<file path="config.mk">
export PLATFORM = sky130hd
export DESIGN_NAME = aof_capt_end_flat
export DESIGN_NICKNAME = d
export VERILOG_FILES = /design/src/aof_pkg.sv /design/src/aof_link_if.sv /design/src/aof_fifo.sv /design/src/aof_capt_end.sv /design/src/flat_wrapper.sv
export VERILOG_INCLUDE_DIRS = /design/src
export SDC_FILE = /design/constraint.sdc
export NUM_CORES = 1
export LEC_CHECK = 0
export BUFFER_PORTS_ARGS = -buffer_cell sky130_fd_sc_hd__buf_2
export CORE_MARGIN = 2
export CORE_UTILIZATION = 45
export DETAILED_ROUTE_END_ITERATION = 10
export GPL_ROUTABILITY_DRIVEN = 0
export GPL_TIMING_DRIVEN = 0
export SYNTH_ARGS = -nofsm -noshare
export SYNTH_HDL_FRONTEND = slang
export SYNTH_SLANG_ARGS = --single-unit
export TNS_END_PERCENT = 1
</file>
<file path="constraint.sdc">
create_clock -name sys_clk -period 3.9 [get_ports sys_clk]
set_clock_uncertainty 0.15 [all_clocks]
set_input_delay 0.585 -clock sys_clk [delete_from_list [all_inputs] [get_ports sys_clk]]
set_output_delay 0.585 -clock sys_clk [all_outputs]
set_load 0.01 [all_outputs]
</file>
<file path="src/aof_defs.svh">
// Constants for the converter output format and range flag link
`ifndef AOF_DEFS_SVH
`define AOF_DEFS_SVH
`define AOF_DATA_W 14
`define AOF_CODE_MIN 14'h0000
`define AOF_CODE_MID 14'h2000
`define AOF_CODE_MAX 14'h3FFF
`define AOF_MSB 13
`define AOF_PIPE_DEPTH 3
`define AOF_FIFO_DEPTH 16
`define AOF_CLK_PERIOD_NS 5
`define AOF_CLK_HIGH_MIN_NS 150
`define AOF_CLK_LOW_MIN_NS 150
`define AOF_CLK_HIGH_CYC ((`AOF_CLK_HIGH_MIN_NS + `AOF_CLK_PERIOD_NS - 1) / `AOF_CLK_PERIOD_NS)
`define AOF_CLK_LOW_CYC ((`AOF_CLK_LOW_MIN_NS + `AOF_CLK_PERIOD_NS - 1) / `AOF_CLK_PERIOD_NS)
`define AOF_CNT_W 8
`endif

</file>
<file path="src/aof_pkg.sv">
// Types used by the capture end and testbench of the converter output link
package aof_pkg;
	typedef logic [13:0] aof_code_type;
	typedef enum logic [1:0] {
		AOF_IN_RANGE,
		AOF_UNDER_RANGE,
		AOF_OVER_RANGE
	} aof_class_type;
	typedef enum logic [1:0] {
		AOF_ST_LOW,
		AOF_ST_HIGH
	} aof_phase_type;
endpackage : aof_pkg

</file>
<file path="src/aof_link_if.sv">
// Interface joining the converter output end and the capture end
`timescale 1ns/10ps
interface aof_link_if;
	logic sample_clk;
	logic [13:0] data;
	logic range_exceeded_flag;
	modport conv (input sample_clk, output data, output range_exceeded_flag);
	modport capt (output sample_clk, input data, input range_exceeded_flag);
endinterface : aof_link_if

</file>
<file path="src/aof_fifo.sv">
// Parameterised flip-flop FIFO with valid and ready on both sides
`timescale 1ns/10ps
module aof_fifo #(
	parameter int WIDTH = 16,
	parameter int DEPTH = 16
) (
	input wire logic sys_clk,
	input wire logic rstn,
	input wire logic in_valid,
	output logic in_ready,
	input wire logic [WIDTH-1:0] in_data,
	output logic out_valid,
	input wire logic out_ready,
	output logic [WIDTH-1:0] out_data
);
	localparam int AW = $clog2(DEPTH);
	logic [WIDTH-1:0] mem_r [DEPTH];
	logic [AW-1:0] wr_r;
	logic [AW-1:0] rd_r;
	logic [AW:0] cnt_r;
	logic push;
	logic pop;

	// Honest full and empty
	assign in_ready = (cnt_r != (AW+1)'(DEPTH));
	assign out_valid = (cnt_r != '0);
	assign push = in_valid && in_ready;
	assign pop = out_valid && out_ready;
	assign out_data = mem_r[rd_r];

	// Storage write
	always_ff @(posedge sys_clk) begin
		if (push) begin
			mem_r[wr_r] <= in_data;
		end
	end

	// Pointers and fill count
	always_ff @(posedge sys_clk) begin
		if (!rstn) begin
			wr_r <= '0;
			rd_r <= '0;
			cnt_r <= '0;
		end else begin
			if (push) begin
				wr_r <= (wr_r == AW'(DEPTH-1)) ? '0 : wr_r + AW'(1);
			end
			if (pop) begin
				rd_r <= (rd_r == AW'(DEPTH-1)) ? '0 : rd_r + AW'(1);
			end
			if (push && !pop) begin
				cnt_r <= cnt_r + (AW+1)'(1);
			end else if (pop && !push) begin
				cnt_r <= cnt_r - (AW+1)'(1);
			end
		end
	end
endmodule : aof_fifo

</file>
<file path="src/aof_capt_end.sv">
// Capture end: makes sample clock, classifies and buffers samples
`timescale 1ns/10ps
`include "aof_defs.svh"
module aof_capt_end (
	input wire logic sys_clk,
	input wire logic rstn,
	aof_link_if.capt link,
	input wire logic run,
	output logic out_valid,
	input wire logic out_ready,
	output logic [13:0] out_code,
	output logic [13:0] out_twos,
	output aof_pkg::aof_class_type out_class,
	output logic overflow
);
	localparam int W = 17;
	aof_pkg::aof_phase_type phase_r;
	logic [`AOF_CNT_W-1:0] cnt_r;
	logic sclk_r;
	logic clk_d_r;
	logic take;
	logic [W-1:0] word_nxt;
	logic [W-1:0] word_r;
	logic word_v_r;
	logic fifo_ready;
	logic [W-1:0] fifo_out;
	aof_pkg::aof_class_type cls;

	// Clock divider: each phase at least the minimum width, retimed in a flop
	always_ff @(posedge sys_clk) begin
		if (!rstn) begin
			phase_r <= aof_pkg::AOF_ST_LOW;
			cnt_r <= '0;
			sclk_r <= 1'b0;
		end else begin
			case (phase_r)
				aof_pkg::AOF_ST_LOW: begin
					if (cnt_r >= `AOF_CNT_W'(`AOF_CLK_LOW_CYC - 1) && run) begin
						phase_r <= aof_pkg::AOF_ST_HIGH;
						cnt_r <= '0;
						sclk_r <= 1'b1;
					end else if (cnt_r < `AOF_CNT_W'(`AOF_CLK_LOW_CYC - 1)) begin
						cnt_r <= cnt_r + `AOF_CNT_W'(1);
					end
				end
				aof_pkg::AOF_ST_HIGH: begin
					if (cnt_r >= `AOF_CNT_W'(`AOF_CLK_HIGH_CYC - 1)) begin
						phase_r <= aof_pkg::AOF_ST_LOW;
						cnt_r <= '0;
						sclk_r <= 1'b0;
					end else begin
						cnt_r <= cnt_r + `AOF_CNT_W'(1);
					end
				end
				default: begin
					phase_r <= aof_pkg::AOF_ST_LOW;
					cnt_r <= '0;
					sclk_r <= 1'b0;
				end
			endcase
		end
	end
	assign link.sample_clk = sclk_r;

	// Capture on the rising edge, after the falling-edge output update
	always_ff @(posedge sys_clk) begin
		if (!rstn) begin
			clk_d_r <= 1'b0;
		end else begin
			clk_d_r <= sclk_r;
		end
	end
	assign take = sclk_r && !clk_d_r;

	// Classification from flag and MSB
	always_comb begin
		if (!link.range_exceeded_flag) begin
			cls = aof_pkg::AOF_IN_RANGE;
		end else if (!link.data[`AOF_MSB]) begin
			cls = aof_pkg::AOF_UNDER_RANGE;
		end else begin
			cls = aof_pkg::AOF_OVER_RANGE;
		end
	end
	assign word_nxt = {cls, link.range_exceeded_flag, link.data};

	// Holding register feeding the FIFO; overflow sticks if a word is lost
	always_ff @(posedge sys_clk) begin
		if (!rstn) begin
			word_r <= '0;
			word_v_r <= 1'b0;
			overflow <= 1'b0;
		end else begin
			if (take) begin
				word_r <= word_nxt;
				word_v_r <= 1'b1;
				if (word_v_r && !fifo_ready) begin
					overflow <= 1'b1;
				end
			end else if (fifo_ready) begin
				word_v_r <= 1'b0;
			end
		end
	end

	aof_fifo #(.WIDTH(W), .DEPTH(`AOF_FIFO_DEPTH)) u_fifo (
		.sys_clk(sys_clk),
		.rstn(rstn),
		.in_valid(word_v_r),
		.in_ready(fifo_ready),
		.in_data(word_r),
		.out_valid(out_valid),
		.out_ready(out_ready),
		.out_data(fifo_out)
	);

	assign out_code = fifo_out[13:0];
	assign out_twos = {~fifo_out[`AOF_MSB], fifo_out[12:0]};
	assign out_class = aof_pkg::aof_class_type'(fifo_out[16:15]);
endmodule : aof_capt_end

</file>
<file path="src/flat_wrapper.sv">
// flat-port wrapper written by rule: the top's interface ports become plain ports
module aof_capt_end_flat 
  (sys_clk, rstn, run, out_valid, out_ready, out_code, out_twos, out_class, overflow, link_sample_clk, link_data, link_range_exceeded_flag);
  aof_link_if link_i ();
  input wire logic sys_clk;
  input wire logic rstn;
  input wire logic run;
  output logic out_valid;
  input wire logic out_ready;
  output logic [13:0] out_code;
  output logic [13:0] out_twos;
  output aof_pkg::aof_class_type out_class;
  output logic overflow;
  output wire logic [$bits(link_i.sample_clk)-1:0] link_sample_clk;
  input wire logic [$bits(link_i.data)-1:0] link_data;
  input wire logic [$bits(link_i.range_exceeded_flag)-1:0] link_range_exceeded_flag;
  assign link_sample_clk = link_i.sample_clk;
  assign link_i.data = link_data;
  assign link_i.range_exceeded_flag = link_range_exceeded_flag;
  aof_capt_end u_core (.sys_clk(sys_clk), .rstn(rstn), .link(link_i), .run(run), .out_valid(out_valid), .out_ready(out_ready), .out_code(out_code), .out_twos(out_twos), .out_class(out_class), .overflow(overflow));
endmodule
</file>
# Word level (Yosys, flattened, before mapping)
# Memory sizes are Yosys's and may differ from the RTL's. A register that Yosys moved wholly into a read port is not among the register bits.
# Index checks and enable logic that the tools add are counted.
[word_totals] regBits=44 ramBits=272 in_bits=19 output_inout_bits=33 wordCells=65 memories=1
[classes] addsub=5 order_cmp=2 n_eq_ne=7 mux=22 bitwise_logic=1 n_reduce_logical=17
[mem_list] name="u_core.u_fifo.mem_r" depth=16 width=17 read_ports=1 rd_clocked_by_memory_dff=1 write_ports=1 line_no="aof_fifo.sv:17" source="logic [WIDTH-1:0] mem_r [DEPTH];"
[ops] op="8-bit two-way mux" n=3
[ops] op="4-bit two-way mux" n=4
[ops] op="8-bit case mux with 2 select lines" n=1
[ops] op="5-bit two-way mux" n=2
[ops] op="4-bit by 1-bit adder with 4-bit output, second input constant" n=2
[ops] op="8-bit by 1-bit adder with 8-bit output, second input constant" n=1
[ops] op="4-bit == test, second input constant" n=2
[ops] op="8-bit by 5-bit greater-or-equal comparator with 1-bit output, second input constant" n=1
[ops] op="8-bit by 5-bit less-than comparator with 1-bit output, second input constant" n=1
[ops] op="2-bit two-way mux" n=4
[ops] op="1-bit logical AND" n=7
[ops] op="1-bit two-way mux" n=6
[ops] op="5-bit by 1-bit adder with 5-bit output, second input constant" n=1
[ops] op="5-bit != test, second input constant" n=1
[ops] op="5-bit nonzero test" n=1
[ops] op="5-bit by 1-bit subtractor with 5-bit output, second input constant" n=1
[ops] op="1-bit zero test" n=4
[ops] op="2-bit by 1-bit != test with 1-bit output, second input constant" n=2
[ops] op="2-bit case mux with 2 select lines" n=1
[ops] op="2-bit AND reduction" n=2
[ops] op="2-bit nonzero test" n=2
[ops] op="3-bit by 1-bit != test with 1-bit output, second input constant" n=1
[ops] op="2-bit by 1-bit == test with 1-bit output, second input constant" n=1
[ops] op="2-bit zero test" n=1
[ops] op="other kinds (2)" n=2

# Longest topological paths before layout
# Gate-level depths: netlist of run 1.
[depth] word_depth=6 depth_mapped=9 mapped_depth_nobuf=9

# Cells and area by module
# Synthesis of run 1 repeated with hierarchy kept, for this count alone.
[hier_totals] hier_cells=680 area_unflattened_um2=12426.9
[by_module_without_submodules] mod="aof_fifo" n_inst=1 cells_each=531 area_each_um2=11158.2 seq_area_each_um2=8508.2
[by_module_without_submodules] mod="aof_capt_end" n_inst=1 cells_each=149 area_each_um2=1268.7 seq_area_each_um2=580.6

# Worst setup path after synthesis of run 1
# No wires, ideal clock.
[synth_timing] path_kind="flip-flop to flip-flop" startpoint="register u_core.u_fifo.cnt_r[0]" endpoint="memory u_core.u_fifo.mem_r[2][0] (netlist bit) (enable)" setup_time_ps=409 arrival_time_ps=2073 t_required_ps=3341 slack_ps=1268 stages_incl_launch_ff=5 path_buffers=0 synth_period_minus_slack_ps=2632 cell_sequence="dfxtp_1 nor4_2 a21boi_2 nand2_1 nor3_1"
[synth_between] elab_chain_len=4
[synth_rtl] element="start: declaration" line_no="aof_fifo.sv:20" source="logic [AW:0] cnt_r;"
[synth_rtl] element="start signal: assignment" line_no="aof_fifo.sv:52" source="cnt_r <= cnt_r + (AW+1)'(1);"
[synth_rtl] element="start signal: assignment" line_no="aof_fifo.sv:54" source="cnt_r <= cnt_r - (AW+1)'(1);"
[synth_rtl] element="5-bit != test" line_no="aof_fifo.sv:25" source="assign in_ready = (cnt_r != (AW+1)'(DEPTH));"
[synth_rtl] element="1-bit logical AND" line_no="aof_fifo.sv:27" source="assign push = in_valid && in_ready;"
[synth_rtl] element="named net u_core.u_fifo.push" line_no="aof_fifo.sv:21" source="logic push;"
[synth_rtl] element="1-bit two-way mux" line_no="aof_fifo.sv:33" source="if (push) begin"
[synth_rtl] element="1-bit two-way mux (not written as such)" line_no="aof_fifo.sv:34" source="mem_r[wr_r] <= in_data;"
[synth_rtl] element="end: declaration" line_no="aof_fifo.sv:17"
# The timed path passes the listed nets, and every way through them passes these cells.

==> results of run 1 <==
## cells in the mapped netlist, types with 5 or more instances
library cell,n,area [µm²]
o21ai_0,5,25.0
xnor2_1,6,52.6
dfxtp_1,45,901
mux2i_1,6,60.1
a21boi_0,12,90.1
a22oi_1,30,225
edfxtp_1,256,7690
a21oi_1,6,30.0
and2_1,7,43.8
nor2_1,25,93.8
buf_2,8,40.0
a21boi_1,7,52.6
mux4_2,64,1440
inv_1,11,41.3
nand2_1,60,225
ha_1,12,150
clkbuf_1,20,75.1
nand3_1,7,35.0
buf_4,14,105
nand2b_1,5,31.3
nor2b_1,6,37.5
## area by class of cell
type	instances	share of cell area, %
clock buffers	48	6.43
plain buffers	45	1.68
inverters	11	0.298
clock inverters	9	0.533
repair buffers	67	4.24
well taps	335	3.03
multi-input cells	298	21.8
flip-flops and latches	301	62.0
## report_power, final
group	internal, µW	leakage [µW]	switching (µW)	total (µW)
logic	743	0.00142	730	1470
registers	3480	0.00273	49.9	3530
clock network	1630	0.000478	1150	2780
## logic make-up after synthesis
kind of cell	after synthesis	share of synthesized area [%]
fa+ha+maj	13	1.44
flops	301	72.6
xor+xnor	7	0.519
buf+inv	56	2.32
mux	70	12.7
compound gates	77	5.10
simple gates	131	5.29
## sequential cells by signal, indices dropped and copies added (netlist names), named ones only
register                flops
u_core.word_v_r             1
u_core.u_fifo.cnt_r         5
u_core.u_fifo.mem_r       256
u_core.u_fifo.rd_r          4
u_core.clk_d_r              1
u_core.word_r              16
u_core.overflow             1
u_core.cnt_r                8
u_core.u_fifo.wr_r          4
u_core.link.sample_clk      1
## worst min-delay path: cells and delay by family
kind                   cells  cell delay, ns
buffers and inverters      1            0.10
AO/OA/AOI/OAI              1            0.05
AND/OR/NAND/NOR            1            0.05
## metal layers
layer	up-vias	wire (µm)	GRT usage, %
li1	2781	-	-
met3	30	1210	2.98
met1	3251	10800	24.4
met4	0	357	3.89
met2	159	13700	34.3
met5	-	0	0
## how the worst max path moves through the flow
| stage | slack [ns] | to | cells past startpoint | startpoint |
|---|---|---|---|---|
| floorplan | 1.27 | u_core.u_fifo.mem_r[2][0]$_DFFE_PP_ | 4 | u_core.u_fifo.cnt_r[0]$_SDFFE_PN0P_ |
| global placement | -0.13 | u_core.u_fifo.mem_r[1][5]$_DFFE_PP_ | 4 | u_core.u_fifo.cnt_r[0]$_SDFFE_PN0P_ |
| detailed placement | 0.71 | out_twos[2] | 7 | flop |
| CTS | 0.12 | out_twos[2] | 7 | flop |
| global route | 0.07 | out_twos[2] | 7 | flop |
| finish | 0.24 | out_twos[2] | 7 | flop |
## metrics by stage
stage               utilization [%]  cells
global route                   53.4   1114
floorplan                         -    655
CTS                            53.4   1114
detailed placement             49.7   1057
finish                         53.4   1114
global placement               48.2   1040
==> run metrics, run 1 <==
die height=166 µm; share of cells above drive strength 1=28.6%; Worst Path Class, Setup=reg -> out; WL final=26.1 mm; Final Hold Violating Endpoints=0; critical path data arrival time=2.92 ns; Total GRT Usage=19.0%; Post-synth EDFFs=256; Post-CTS Setup Repair Bufs=0; vias in the first global route=6583; Crit Reg-Reg Endpoint=u_core.u_fifo.cnt_r[3]$_SDFFE_PN0P_; period utilization=93.8%; final net count=787; register area=0.00859 mm²; first-pass GRT wire length=39.5 mm; Worst Path Required=3.16 ns; Worst-Margin Slew=~1.0 ns; most frequent cells in the layout=edfxtp_1, mux4_2, nand2_1, buf_2, dfxtp_1; Initial Utilization=45.6%; worst path cell trace=buf_2 > clkbuf_1 > mux4_2 > a22oi_1 > nand2_1 > buf_4 > buf_2; Slew Limit Fails=0; Mapped Cells=about 660; crit start category=flop; Clock Pin Slew Worst Setup and Hold Paths=0.06 ns; routed vias=approximately 6200; Hold Crit Start=link_data[2]; post-layout min period=3.66 ns; setup slack, reg-to-reg=1.00 ns; post_cts resized=0; antenna violations before repair=0; Top FF cell, synth=edfxtp_1; Ports=52; Hold Path End=u_core.word_r[2]$_SDFFE_PN0P_; Crit Reg-Reg Startpoint=u_core.u_fifo.cnt_r[0]$_SDFFE_PN0P_; Async S/R FF share, synth=0%; CTS tree=yes; average wire per standard cell=23.4 µm; FMAX=273 MHz; pre-CTS setup slack=0.715 ns; final-layout fill cell count=2050; WHS Path Cells=3; ANT nets after route=0; Die Span X=166 µm; core area=0.0259 mm²; reg2reg path depth=9; synth warn=0; total gr overflow=0; Mapped Avg Cell Area=18.1 µm²; remaining routing DRC violations=0; Worst VDD drop=0.000318 V; 1st-pass router iterations=4; drt initial violations=480; CP Capture Type=output pin; RSZ-0062 raised after global routing=no; vias per inst=approximately 5.6; register area share after synthesis=72.6%; cell mode on critical path=buf_2; hold buffers post-CTS=0; Pleak=0.00463 µW; most common cell after layout, fill and taps aside=edfxtp_1; status=complete, no violations; CP max stage delay=0.70 ns; slew margin rel.=32.1%; clock buffer depth=3; Area growth, synth to finish=17.1%; die area=0.0276 mm²; clock root buffer=clkbuf_16; Ant. Diodes=0; Setup TNS Final=0 ns; # Max-Cap Violations=0; CTS sink cnt=roughly 300; placed instance area=0.0129 mm²; Final Setup Violations=0; slowest stage cell, crit path=clkbuf_1; number of H-tree levels=1; Power Total=7780 µW; Synth Register Bits=around 300; Synth cell types=54; power per cell area=562 mW/mm²; area of the multi-input gates=between 0.003 and 0.004 mm²; cts bufs inserted=31; top fanout value on the critical path=10; syn_nets=687; worst skew pair latency=0.55 ns; Mapped Area=around 0.012 mm²; Row Count=59; HP Class=in -> reg; # port buffers=50; final worst setup slack=0.240 ns; pin count of the biggest net entering global routing=18; CP bufs+invs=4; post-route cell area=0.0138 mm²; hold_ws=0.126 ns; Largest delay share family, worst path=buffers and inverters; Final HPWL DP=17.7 mm
Power figures use the tool's default switching activity.
==> run 2, diff against run 1 <==
Settings changed: CTS_BUF_LIST set to sky130_fd_sc_hd__clkbuf_4.
==> run 2 against run 1 <==
Compared with the run above: first-iteration DRC count increased by 9.8%; design area grew 1.0%; register-to-register slack barely moved; maximum frequency down 1.6%; via count is 5.7% higher; clock power down 7.6%; sequential share of layout area fell by 0.63 points; sequential cell count is the same; global-route usage up 0.61 points; setup slack worse by 0.059 ns; final cell count increased by 8.5%; critical path type unchanged; highest routed layer unchanged.
==> run metrics, run 2 (synthesized netlist as in run 1, its figures left out) <==
Clock Pin Slew Worst Setup and Hold Paths=0.07 ns (was 0.06 ns); antenna violations before repair=1 (was 0); # port buffers=50 (unchanged); status=complete, no violations (unchanged); most common cell after layout, fill and taps aside=edfxtp_1 (unchanged); worst skew pair latency=0.69 ns (was 0.55 ns); Largest delay share family, worst path=buffers and inverters (unchanged); first-pass GRT wire length=40.3 mm (was 39.5 mm); 1st-pass router iterations=5 (was 4); max FFs per register=256 (unchanged); final core occ=54.0% (was 53.4%); CP Capture Type=output pin (unchanged); drt initial violations=527 (was 480); WL final=26.3 mm (was 26.1 mm); placed instance area=0.0129 mm² (unchanged); die area=0.0276 mm² (unchanged); pre-CTS setup slack=0.715 ns (unchanged); die height=166 µm (unchanged); Final Hold Violating Endpoints=0 (unchanged); FMAX=269 MHz (was 273 MHz); top fanout value on the critical path=10 (unchanged); slew margin rel.=31.3% (was 32.1%); setup slack, reg-to-reg=0.99 ns (was 1.00 ns); Worst-Margin Slew=1.03 ns (was 1.01 ns); CP bufs+invs=4 (unchanged); cell mode on critical path=buf_2 (unchanged); Row Count=59 (unchanged); CTS sink cnt=301 (unchanged); worst path cell trace=buf_2 > clkbuf_1 > mux4_2 > a22oi_1 > nand2_1 > buf_4 > buf_2 (unchanged); clock root buffer=clkbuf_4 (was clkbuf_16); Crit Reg-Reg Endpoint=u_core.u_fifo.cnt_r[3]$_SDFFE_PN0P_ (unchanged); Worst VDD drop=0.000379 V (was 0.000318 V); post-route cell area=0.0140 mm² (was 0.0138 mm²); Worst Path Required=3.16 ns (about the same); Initial Utilization=45.6% (unchanged); final-layout fill cell count=2091 (was 2050); number of H-tree levels=3 (was 1); crit start category=flop (unchanged); routed vias=6577 (was 6221); Final Setup Violations=0 (unchanged); Final HPWL DP=17.7 mm (unchanged); vias in the first global route=7056 (was 6583); most frequent cells in the layout=edfxtp_1, clkbuf_4, mux4_2, nand2_1, buf_2 (was edfxtp_1, mux4_2, nand2_1, buf_2, dfxtp_1); Area growth, synth to finish=18.3% (was 17.1%); Slew Limit Fails=0 (unchanged); slowest stage cell, crit path=clkbuf_1 (unchanged); Critical path destination=out_twos[3] (was out_twos[2]); WP depth=7 (unchanged); CTS tree=yes (unchanged); post-layout min period=3.72 ns (was 3.66 ns); Post-CTS Setup Repair Bufs=0 (unchanged); Worst Path Class, Setup=reg -> out (unchanged); Crit Reg-Reg Startpoint=u_core.u_fifo.cnt_r[0]$_SDFFE_PN0P_ (unchanged); reg2reg path depth=9 (unchanged); pin count of the biggest net entering global routing=18 (unchanged); RSZ-0062 raised after global routing=no (unchanged); power per cell area=543 mW/mm² (was 562 mW/mm²); remaining routing DRC violations=0 (unchanged); Die Span X=166 µm (unchanged); total gr overflow=0 (unchanged); final net count=848 (was 787); cts bufs inserted=78 (was 31); share of cells above drive strength 1=34.1% (was 28.6%); Total GRT Usage=19.6% (was 19.0%); vias per inst=5.44 (was 5.58); top flop regs=u_core.u_fifo.mem_r (256), u_core.word_r (16), u_core.cnt_r (8) (unchanged); period utilization=95.3% (was 93.8%); average wire per standard cell=21.8 µm (was 23.4 µm); HP Class=in -> reg (unchanged); Reg with most FFs=u_core.u_fifo.mem_r (unchanged); Pleak=0.00479 µW (was 0.00463 µW); CP max stage delay=0.69 ns (was 0.70 ns); # Max-Cap Violations=0 (unchanged); core area=0.0259 mm² (unchanged); Ports=52 (unchanged); critical path data arrival time=2.98 ns (was 2.92 ns); clock buffer depth=3 (unchanged); final worst setup slack=0.181 ns (was 0.240 ns); ANT nets after route=0 (unchanged)
[run 2: layer usage]
layer | up-vias | wire length (µm) | GRT usage (%)
met3 | 30 | 1500 | 4.41
li1 | 2959 | - | -
met5 | - | 0 | 0
met2 | 205 | 14000 | 34.6
met4 | 0 | 347 | 6.58
met1 | 3383 | 10500 | 24.0
[run 2: stage by stage]
stage	hold WS, ns	total power [µW]	TNS [ns]	cells
finish	0.0810	7590	0	1209
global route	0.0436	7990	0	1209
CTS	0.0105	7700	0	1207
detailed placement	0.303	5100	0	1057
global placement	0.300	5070	-4.60	1040
floorplan	0.306	4690	0	655
[run 2: area by class of cell]
cell class              instances  area, µm²  area share [%]
plain buffers                  45        234            1.67
repair buffers                 81        727            5.20
inverters                      11       41.3           0.295
flip-flops and latches        301       8590            61.4
well taps                     335        419            3.00
diodes                          2       5.00          0.0358
clock inverters                26        133           0.948
clock buffers                 110        826            5.90
multi-input cells             298       3010            21.5
[run 2: where the power goes]
part / internal [µW] / leakage (µW) / switching, µW
Clock: 1370 / 0.000570 / 1210
Combinational: 752 / 0.00148 / 732
Sequential: 3480 / 0.00273 / 49.6
[run 2: what timing repair did]
action / 4_1_cts / 5_1_grt
hold buffers: 14 / 0
hold endpoints to repair: 15 / 0
endpoints found under the setup margin: 1 / 0
gates resized for setup: 1 / 0
[run 2: worst min-delay path by stage]
| stage | start | to | depth (start not counted) |
|---|---|---|---|
| floorplan | u_core.cnt_r[7]$_SDFFE_PN0P_ | u_core.cnt_r[7]$_SDFFE_PN0P_ | 1 |
| global placement | u_core.overflow$_SDFFE_PN0P_ | u_core.overflow$_SDFFE_PN0P_ | 1 |
| detailed placement | u_core.overflow$_SDFFE_PN0P_ | u_core.overflow$_SDFFE_PN0P_ | 1 |
| CTS | link_range_exceeded_flag | u_core.word_r[16]$_SDFFE_PN0P_ | 3 |
| global route | link_range_exceeded_flag | u_core.word_r[16]$_SDFFE_PN0P_ | 3 |
| finish | link_range_exceeded_flag | u_core.word_r[16]$_SDFFE_PN0P_ | 3 |
[run 2: worst register-to-register path: stages (launching register included)]
cell	delay [ns]
dfxtp_1	0.36
or4_4	0.60
o21ai_4	0.23
ha_1	0.26
inv_1	0.11
ha_1	0.29
a21o_1	0.13
a21oi_1	0.10
or4b_1	0.51
nand3_1	0.10
